<file path="src/logic/ulsf_consts.svh">
// Behaviour
// - Non-FIFO: transmit empty when holding and shift empty.
// - Transmit empty clears while any character is held.
// - FIFO mode: transmit empty needs FIFO and shifter empty.
// - Holding empty sets when character moves to shifter.
// - Holding empty clears when CPU loads holding register.
// - Holding empty with its enable raises interrupt.
// - FIFO mode: holding empty follows transmit FIFO emptiness.
// - Break bit when input low one frame.
// - One break character per break condition.
// - Framing error bit, tied to FIFO head.
// - Parity error bit, tied to FIFO head.
// - Overrun bit when character arrives into full FIFO.
// - Overrun character is not stored in FIFO.
// - Data ready while received data remains.
// - Error and ready bits reset to zero.
// - FIFO error bit while any flagged character held.
`ifndef ULSF_CONSTS_SVH
`define ULSF_CONSTS_SVH
`define ULSF_A_LSR 8'h00
`define ULSF_A_CTRL 8'h04
`define ULSF_A_TXD 8'h08
`define ULSF_A_RXD 8'h0c
`define ULSF_A_ISTS 8'h10
`define ULSF_A_IMSK 8'h14
`define ULSF_CTRL_FIFO 0
`define ULSF_CTRL_THRIE 1
`define ULSF_CTRL_RST 2'h0
`define ULSF_IMSK_RST 3'h0
`define ULSF_IRQ_RXRDY 0
`define ULSF_IRQ_LERR 1
`define ULSF_IRQ_THRE 2
`define ULSF_DR 0
`define ULSF_OE 1
`define ULSF_PE 2
`define ULSF_FE 3
`define ULSF_BI 4
`define ULSF_THRE 5
`define ULSF_TEMT 6
`define ULSF_FERR 7
`define ULSF_DEPTH 6'h20
`define ULSF_CLK_NS 50
`define ULSF_FRAME_NS 86800
`define ULSF_FRAME_CYC ((`ULSF_FRAME_NS + `ULSF_CLK_NS - 1) / `ULSF_CLK_NS)
`endif

</file>
<file path="src/logic/ulsf_pkg.sv">
`default_nettype none
package ulsf_pkg;
  // States of the break detector.
  typedef enum logic [1:0] {BRK_IDLE, BRK_COUNT, BRK_HELD} ulsf_brk_state_t;
endpackage
`default_nettype wire

</file>
<file path="src/logic/ulsf_line_status.sv">
`include "ulsf_consts.svh"
`default_nettype none
module ulsf_line_status (
  input wire logic ref_clk, // System clock, 20 MHz.
  input wire logic rst, // Asynchronous reset, active high.
  input wire logic hsel, // AHB slave select.
  input wire logic [31:0] haddr, // AHB address.
  input wire logic [1:0] htrans, // AHB transfer type.
  input wire logic hwrite, // AHB write.
  input wire logic [2:0] hsize, // AHB size, word only.
  input wire logic [31:0] hwdata, // AHB write data.
  input wire logic hready, // AHB bus ready.
  output logic [31:0] hrdata, // AHB read data.
  output logic hreadyout, // AHB slave ready.
  output logic hresp, // AHB response, always OKAY.
  output logic irq, // Level interrupt.
  input wire logic rx_pin, // Serial receive line, async.
  input wire logic rx_char_valid, // Receiver finished a character.
  input wire logic [7:0] rx_char, // Received character.
  input wire logic rx_parity_err, // Parity error of rx_char.
  input wire logic rx_frame_err, // Missing stop bit of rx_char.
  output logic tx_char_valid, // Character offered to shifter.
  output logic [7:0] tx_char, // Character offered to shifter.
  input wire logic tx_char_ready, // Shifter takes the character.
  input wire logic tx_shift_busy // Shifter still holds a character.
);
  logic [1:0] ctrl_q;
  logic [2:0] imsk_q, ists_q;
  logic [31:0] hrdata_q;
  logic dph_wr_q;
  logic [7:0] dph_addr_q;
  logic [7:0] tx_mem [0:31];
  logic [10:0] rx_mem [0:31];
  logic [4:0] tx_wr_q, tx_rd_q, rx_wr_q, rx_rd_q;
  logic [5:0] tx_cnt_q, rx_cnt_q, err_cnt_q;
  logic oe_q, head_ack_q, thre_q, rx_s1_q, rx_s2_q;
  logic [11:0] brk_cnt_q;
  ulsf_pkg::ulsf_brk_state_t brk_q;
  logic aph, rd_lsr, rd_rxd, wr_ctrl, flush, fifo_en;
  logic tx_full, tx_push, tx_pop, rx_full, rx_push_req, rx_push, rx_pop, overrun;
  logic brk_push, head_flag, new_flag, thre, temt;
  logic [10:0] rx_entry, rx_head;
  logic [7:0] line_status;
  logic [31:0] rd_mux;

  // Address phase of a transfer to this slave.
  assign aph = hsel & htrans[1] & hready;
  assign rd_lsr = aph & ~hwrite & (haddr[7:0] == `ULSF_A_LSR);
  assign rd_rxd = aph & ~hwrite & (haddr[7:0] == `ULSF_A_RXD);
  assign wr_ctrl = dph_wr_q & (dph_addr_q == `ULSF_A_CTRL);
  assign fifo_en = ctrl_q[`ULSF_CTRL_FIFO];
  // A change of FIFO mode empties both queues.
  assign flush = wr_ctrl & (hwdata[`ULSF_CTRL_FIFO] != fifo_en);
  assign hreadyout = 1'b1;
  assign hresp = 1'b0;
  assign hrdata = hrdata_q;

  // Data phase bookkeeping for writes.
  always_ff @(posedge ref_clk or posedge rst)
  begin
    if (rst)
    begin
      dph_wr_q <= 1'b0;
      dph_addr_q <= 8'h00;
    end
    else
    begin
      dph_wr_q <= aph & hwrite;
      dph_addr_q <= haddr[7:0];
    end
  end

  // Read data is latched at the address phase edge, with its side effects.
  always_ff @(posedge ref_clk or posedge rst)
  begin
    if (rst)
      hrdata_q <= 32'h00000000;
    else if (aph & ~hwrite)
      hrdata_q <= rd_mux;
  end

  // Read multiplexer; unmapped offsets read as zero.
  always_comb
  begin
    rd_mux = 32'h00000000;
    case (haddr[7:0])
      `ULSF_A_LSR: rd_mux = {24'h000000, line_status};
      `ULSF_A_CTRL: rd_mux = {30'h00000000, ctrl_q};
      `ULSF_A_RXD: rd_mux = {24'h000000, rx_head[7:0]};
      `ULSF_A_ISTS: rd_mux = {29'h00000000, ists_q};
      `ULSF_A_IMSK: rd_mux = {29'h00000000, imsk_q};
      default: rd_mux = 32'h00000000;
    endcase
  end

  // Control and mask registers.
  always_ff @(posedge ref_clk or posedge rst)
  begin
    if (rst)
    begin
      ctrl_q <= `ULSF_CTRL_RST;
      imsk_q <= `ULSF_IMSK_RST;
    end
    else if (dph_wr_q)
    begin
      if (dph_addr_q == `ULSF_A_CTRL)
        ctrl_q <= hwdata[1:0];
      if (dph_addr_q == `ULSF_A_IMSK)
        imsk_q <= hwdata[2:0];
    end
  end

  // Transmit queue: depth one without FIFOs, a full FIFO otherwise.
  assign tx_full = fifo_en ? (tx_cnt_q == `ULSF_DEPTH) : (tx_cnt_q != 6'h00);
  assign tx_push = dph_wr_q & (dph_addr_q == `ULSF_A_TXD) & ~tx_full & ~flush;
  assign tx_pop = tx_char_valid & tx_char_ready;
  assign tx_char_valid = (tx_cnt_q != 6'h00);
  assign tx_char = tx_mem[tx_rd_q];

  always_ff @(posedge ref_clk)
  begin
    if (tx_push)
      tx_mem[tx_wr_q] <= hwdata[7:0];
  end

  // Transmit pointers and fill count.
  always_ff @(posedge ref_clk or posedge rst)
  begin
    if (rst)
    begin
      tx_wr_q <= 5'h00;
      tx_rd_q <= 5'h00;
      tx_cnt_q <= 6'h00;
    end
    else if (flush)
    begin
      tx_wr_q <= 5'h00;
      tx_rd_q <= 5'h00;
      tx_cnt_q <= 6'h00;
    end
    else
    begin
      if (tx_push)
        tx_wr_q <= tx_wr_q + 5'h01;
      if (tx_pop)
        tx_rd_q <= tx_rd_q + 5'h01;
      if (tx_push & ~tx_pop)
        tx_cnt_q <= tx_cnt_q + 6'h01;
      else if (tx_pop & ~tx_push)
        tx_cnt_q <= tx_cnt_q - 6'h01;
    end
  end

  assign thre = (tx_cnt_q == 6'h00);
  assign temt = thre & ~tx_shift_busy;

  // Receive line synchroniser.
  always_ff @(posedge ref_clk or posedge rst)
  begin
    if (rst)
    begin
      rx_s1_q <= 1'b1;
      rx_s2_q <= 1'b1;
    end
    else
    begin
      rx_s1_q <= rx_pin;
      rx_s2_q <= rx_s1_q;
    end
  end

  assign brk_push = (brk_q == ulsf_pkg::BRK_COUNT) & ~rx_s2_q &
                    (brk_cnt_q == 12'(`ULSF_FRAME_CYC - 1));

  // Counts synchronised low samples. The count starts at one in idle, so the push
  // lands on the last sample of the frame time.
  always_ff @(posedge ref_clk or posedge rst)
  begin
    if (rst)
    begin
      brk_q <= ulsf_pkg::BRK_IDLE;
      brk_cnt_q <= 12'h000;
    end
    else
    begin
      case (brk_q)
        ulsf_pkg::BRK_IDLE:
        begin
          brk_cnt_q <= 12'h001;
          if (~rx_s2_q)
            brk_q <= ulsf_pkg::BRK_COUNT;
        end
        ulsf_pkg::BRK_COUNT:
        begin
          brk_cnt_q <= brk_cnt_q + 12'h001;
          if (rx_s2_q)
            brk_q <= ulsf_pkg::BRK_IDLE;
          else if (brk_push)
            brk_q <= ulsf_pkg::BRK_HELD;
        end
        ulsf_pkg::BRK_HELD:
        begin
          if (rx_s2_q)
            brk_q <= ulsf_pkg::BRK_IDLE;
        end
        default: brk_q <= ulsf_pkg::BRK_IDLE;
      endcase
    end
  end

  // Receive entry is {break, framing, parity, data}.
  assign rx_entry = {brk_push, rx_char_valid & rx_frame_err, rx_char_valid & rx_parity_err,
                     rx_char_valid ? rx_char : 8'h00};
  assign rx_head = rx_mem[rx_rd_q];
  assign new_flag = |rx_entry[10:8];
  assign head_flag = |rx_head[10:8];
  assign rx_full = fifo_en ? (rx_cnt_q == `ULSF_DEPTH) : (rx_cnt_q != 6'h00);
  assign rx_push_req = (rx_char_valid | brk_push) & ~flush;
  assign overrun = rx_push_req & rx_full;
  assign rx_push = rx_push_req & ~rx_full;
  assign rx_pop = rd_rxd & (rx_cnt_q != 6'h00) & ~flush;

  always_ff @(posedge ref_clk)
  begin
    if (rx_push)
      rx_mem[rx_wr_q] <= rx_entry;
  end

  // Receive pointers, fill count and count of flagged entries.
  always_ff @(posedge ref_clk or posedge rst)
  begin
    if (rst)
    begin
      rx_wr_q <= 5'h00;
      rx_rd_q <= 5'h00;
      rx_cnt_q <= 6'h00;
      err_cnt_q <= 6'h00;
    end
    else if (flush)
    begin
      rx_wr_q <= 5'h00;
      rx_rd_q <= 5'h00;
      rx_cnt_q <= 6'h00;
      err_cnt_q <= 6'h00;
    end
    else
    begin
      if (rx_push)
        rx_wr_q <= rx_wr_q + 5'h01;
      if (rx_pop)
        rx_rd_q <= rx_rd_q + 5'h01;
      if (rx_push & ~rx_pop)
        rx_cnt_q <= rx_cnt_q + 6'h01;
      else if (rx_pop & ~rx_push)
        rx_cnt_q <= rx_cnt_q - 6'h01;
      if ((rx_push & new_flag) & ~(rx_pop & head_flag))
        err_cnt_q <= err_cnt_q + 6'h01;
      else if ((rx_pop & head_flag) & ~(rx_push & new_flag))
        err_cnt_q <= err_cnt_q - 6'h01;
    end
  end

  always_ff @(posedge ref_clk or posedge rst)
  begin
    if (rst)
      oe_q <= 1'b0;
    else if (overrun)
      oe_q <= 1'b1;
    else if (rd_lsr)
      oe_q <= 1'b0;
  end

  // head flags read once.
  // A read hides the head's flags until another character reaches the head.
  // An empty queue has no head, so a read of it arms nothing.
  always_ff @(posedge ref_clk or posedge rst)
  begin
    if (rst)
      head_ack_q <= 1'b0;
    else if (rx_pop | flush | (rx_push & (rx_cnt_q == 6'h00)))
      head_ack_q <= 1'b0;
    else if (rd_lsr & (rx_cnt_q != 6'h00))
      head_ack_q <= 1'b1;
  end

  always_comb
  begin
    line_status = 8'h00;
    line_status[`ULSF_DR] = (rx_cnt_q != 6'h00);
    line_status[`ULSF_OE] = oe_q;
    line_status[`ULSF_PE] = line_status[`ULSF_DR] & ~head_ack_q & rx_head[8];
    line_status[`ULSF_FE] = line_status[`ULSF_DR] & ~head_ack_q & rx_head[9];
    line_status[`ULSF_BI] = line_status[`ULSF_DR] & ~head_ack_q & rx_head[10];
    line_status[`ULSF_THRE] = thre;
    line_status[`ULSF_TEMT] = temt;
    line_status[`ULSF_FERR] = fifo_en & (err_cnt_q != 6'h00);
  end

  // Interrupt status: set by events, cleared by writing one; set wins.
  always_ff @(posedge ref_clk or posedge rst)
  begin
    if (rst)
    begin
      ists_q <= 3'h0;
      thre_q <= 1'b1;
    end
    else
    begin
      thre_q <= thre;
      ists_q <= (ists_q & ~((dph_wr_q & (dph_addr_q == `ULSF_A_ISTS)) ? hwdata[2:0] : 3'h0))
                | {thre & ~thre_q, overrun | (rx_push & new_flag), rx_push};
    end
  end

  assign irq = (|(ists_q & imsk_q)) | (thre & ctrl_q[`ULSF_CTRL_THRIE]);
endmodule
`default_nettype wire

</file>
<file path="config.mk">
export PLATFORM = sky130hd
export DESIGN_NAME = ulsf_line_status
export DESIGN_NICKNAME = d
export VERILOG_FILES = /design/src/logic/ulsf_pkg.sv /design/src/logic/ulsf_line_status.sv
export VERILOG_INCLUDE_DIRS = /design/src /design/src/logic
export SDC_FILE = /design/constraint.sdc
export NUM_CORES = 1
export LEC_CHECK = 0
export ABC_CLOCK_PERIOD_IN_PS = 7500
export BUFFER_PORTS_ARGS = -buffer_cell sky130_fd_sc_hd__buf_2
export CORE_MARGIN = 8
export CORE_UTILIZATION = 55
export DETAILED_ROUTE_END_ITERATION = 6
export PLACE_DENSITY_LB_ADDON = 0.15
export SYNTH_ARGS = -nofsm -noshare
export SYNTH_HDL_FRONTEND = slang
export SYNTH_SLANG_ARGS = --single-unit
</file>
<file path="constraint.sdc">
create_clock -name ref_clk -period 7.5 [get_ports ref_clk]
set_clock_uncertainty 0.15 [all_clocks]
set_input_delay 0 -clock ref_clk [delete_from_list [all_inputs] [get_ports ref_clk]]
set_output_delay 0 -clock ref_clk [all_outputs]
set_load 0.005 [all_outputs]
</file>
==> run_results.csv <==
group,metric,value,unit
status,outcome,"complete, no violations",
clock_tree,htree_levels,3,
placed_design,dp_hpwl,34760,um
synthesis,syn_inst,1428,
clock_tree,clockBufferDepth,3,
critical_path,slowest_delay,0.85,ns
final_layout,fin_nets,1676,
flow_run,maxCapViolations,0,
power,p_leak,10.46,nW
placed_design,gp_congestion,0.7567,
synthesis,synth.avg_cell_area,19.64,um2
synthesis,ys.flop_type,"edfxtp_1",
synthesis,syn_area,0.02804,mm2
sta,hold_viol_final,0,
clock_tree,clkLatencyLatePin,0.60,ns
critical_path,rr_startpoint,"tx_cnt_q[0]",
critical_path,cpMaxStageDelayCell,"a211oi_2",
final_layout,area_delta_synth_final,12.66,%
final_layout,post-route-util,62.84,%
drt,vias_per_cell,5.893,
drt,vias,13483,
clock_tree,tritoncts,"yes",
critical_path,critical_path_class,"reg2reg",
final_layout,finish.instance_area,0.03159,mm2
sta,setup_viol,0,
global_routing,antenna_found_initial,1,
drt,drc,0,
clock_tree,ctsResizeCount,0,
drt,met2_length,28930,um
critical_path,crit_start,"tx_cnt_q[0]",
drt,routed.top_layer,"met5",
clock_tree,clk_pin_slew,0.06,ns
global_routing,grtUsageTotal,19.61,%
placed_design,dp_cells,2130,
sta,fmax,0.2101,GHz
sta,fin_setup_tns,0,ns
drt,wire_per_inst,24.92,um
synthesis,ys_seq_elements,690,
critical_path,start_kind,"register",
final_layout,fin_cells,2288,
global_routing,grt_overflow,0,
sta,tightest_slew,1.173,ns
critical_path,cp-endpoint,"tx_cnt_q[5]",
placed_design,port_buffers,53,
critical_path,reg2reg_to,"tx_cnt_q[5]",
hold_path,hold_path.class,"in2reg",
global_routing,grt_max_degree,83,
drt,dr_wl_met3,2704,um
drt,wl,57020,um
sta,grt_setup_unrepaired,"no",
critical_path,arrival,5.09,ns
floorplan,start_util,55.77,%
final_layout,drive_above_1_share,26.67,%
floorplan,die_area,0.05846,mm2
critical_path,crit_fanout,13,
critical_path,cp-end-kind,"register",
floorplan,fp.dieH,241.8,um
clock_tree,clockRootBuffer,"clkbuf_16",
power,ir_worst_vdd,0.1940,mV
sta,slew_headroom,21.23,%
floorplan,pin_count,132,
critical_path,ff2ff_path_depth,13,
synthesis,yosysUniqueCellTypes,64,
sta,fin_crit,4.760,ns
sta,min_period_over_period,63.47,%
power,power.density,289.4,mW/mm2
placed_design,placed_area,0.02911,mm2
global_routing,grt_first_pass_wirelength,87650,um
clock_tree,clock_sinks,690,
clock_tree,numCtsBuffers,71,
final_layout,antennaDiodeCount,0,
drt,drt_iter0_markers,1165,
floorplan,core-area,0.05027,mm2
critical_path,path_cells,"or4_1 > nor3_1 > inv_1 > a211oi_2 > nand2_1 > ha_1 > a21o_1 > a21oi_1 > o21bai_1 > a21oi_1 > mux2i_1 > mux2i_1 > a32o_1",
critical_path,r2r_slack,2.74,ns
synthesis,seq_area_frac_synth,72.45,%
drt,first_pass_iters,5,
synthesis,yosys_warnings,0,
drt,wl_met1,24280,um
floorplan,rows,82,
floorplan,fp.dieW,241.8,um
global_routing,grt_pass1_vias,14155,
synthesis,async_flop_share,11.88,%
critical_path,required,7.83,ns
sta,hold_ws,0.07165,ns
drt,drtAntennaViolNets,0,
sta,drv_slew,0,
synthesis,synth_edf_count,608,
-- cells in the final DEF, fill, tap and decap left out, drive strengths merged, types with 4 or more instances in the layout --
cell / count
dfrtp: 79
xnor2: 15
o22ai: 5
or3b: 5
a22o: 9
nor2: 101
nand3: 20
inv: 29
or3: 7
edfxtp: 608
and2: 11
nor3: 17
o21ai: 20
buf: 96
conb: 26
or4: 7
o21a: 4
ha: 23
clkbuf: 97
nand2: 48
clkinv: 25
mux2i: 23
xor2: 16
mux4: 190
nand4: 7
a21o: 11
nand3b: 4
mux2: 17
a21oi: 20
dlygate4sd3: 31
-- Yosys cell counts (3+ instances only) --
master,n,area [um2]
a21o_1,11,82.58
a21oi_1,19,95.09
a22o_1,9,78.83
and2_1,11,68.82
and3_1,3,18.77
buf_1,12,45.04
buf_2,13,65.06
buf_4,27,202.7
buf_6,3,33.78
clkbuf_1,35,131.4
dfrtp_1,79,1977
dfstp_2,3,78.83
edfxtp_1,608,18260
fa_1,3,60.06
ha_1,23,287.8
inv_1,27,101.4
mux2_2,17,191.4
mux2i_1,23,230.2
mux4_2,190,4279
nand2_1,47,176.4
nand2b_1,3,18.77
nand3_1,19,95.09
nand3b_1,4,30.03
nand4_1,7,43.79
nor2_1,101,379.1
nor2b_1,3,18.77
nor3_1,15,75.07
o21a_1,4,30.03
o21ai_0,20,100.1
o21bai_1,3,22.52
o22ai_1,5,31.28
or2_2,3,18.77
or3_1,7,43.79
or3b_2,5,43.79
or4_1,6,45.04
xnor2_1,13,113.9
xor2_1,16,140.1
-- flip-flops by register name (all words and copies together) (netlist names), 6 cells and up --
name	count
brk_cnt_q	12
tx_mem	256
hrdata	8
rx_cnt_q	6
tx_cnt_q	6
err_cnt_q	6
dph_addr_q	8
rx_mem	352
-- stage by stage --
step / setup WS [ns] / total power [mW]
global route: 2.402 / 9.513
detailed placement: 2.701 / 5.910
CTS: 2.697 / 9.230
finish: 2.740 / 9.141
floorplan: 3.261 / 5.521
global placement: 2.725 / 5.889
-- metal layers --
| layer | vias up | GRT usage (%) |
|---|---|---|
| li1 | 5981 | - |
| met1 | 7092 | 26.85 |
| met2 | 335 | 32.63 |
| met3 | 73 | 3.241 |
| met4 | 2 | 5.534 |
| met5 | - | 0 |
-- power breakdown --
part	internal, mW	total, mW	leakage [nW]	switching, mW
logic	0.743	1.35	2.86	0.610
clock network	1.88	3.31	1.06	1.43
registers	4.27	4.48	6.53	0.206
-- what timing repair did --
item | in CTS | in global routing
endpoints found under the hold margin | 370 | 0
setup endpoints to repair | 0 | 0
buffers inserted | 0 | 0
hold buffers | 31 | 0
-- worst max-delay path, delay by kind of cell (launching register included) --
family | cells | cell delay, ns
AND/OR/NAND/NOR | 3 | 1.41
AO/OA/AOI/OAI | 6 | 1.79
adder cells (fa/ha/maj) | 1 | 0.37
buffers and inverters | 1 | 0.21
multiplexers | 2 | 0.33
flip-flops | 1 | 0.39
-- how the worst min path moves through the flow --
stage | start | endpoint | cells past startpoint
finish | haddr[2] | dph_addr_q[2] | 2
global route | haddr[3] | dph_addr_q[3] | 2
CTS | haddr[3] | dph_addr_q[3] | 2
detailed placement | rx_pin | rx_s1_q | 1
global placement | rx_pin | rx_s1_q | 1
floorplan | rx_pin | rx_s1_q | 0
-- cell type report --
cell class,instances,area [um2]
Timing Repair Buffer,127,898.4
Clock buffer,97,1927
Multi-Input combinational cell,645,7248
Sequential cell,690,20330
Inverter,27,102.6
Tap cell,672,840.8
Fill cell,3495,18680
Clock inverter,30,246.5
-- cell families after synthesis --
| logic type | after synthesis | share of synthesized area [%] |
|---|---|---|
| fa+ha+maj | 26 | 1.241 |
| buf+inv | 117 | 2.066 |
| mux | 230 | 16.76 |
| simple gates | 246 | 4.297 |
| flops | 690 | 72.45 |
| compound gates | 86 | 2.097 |
| other cells | 2 | 0.02678 |
| xor+xnor | 31 | 1.062 |
(Power assumes the default switching activity.)
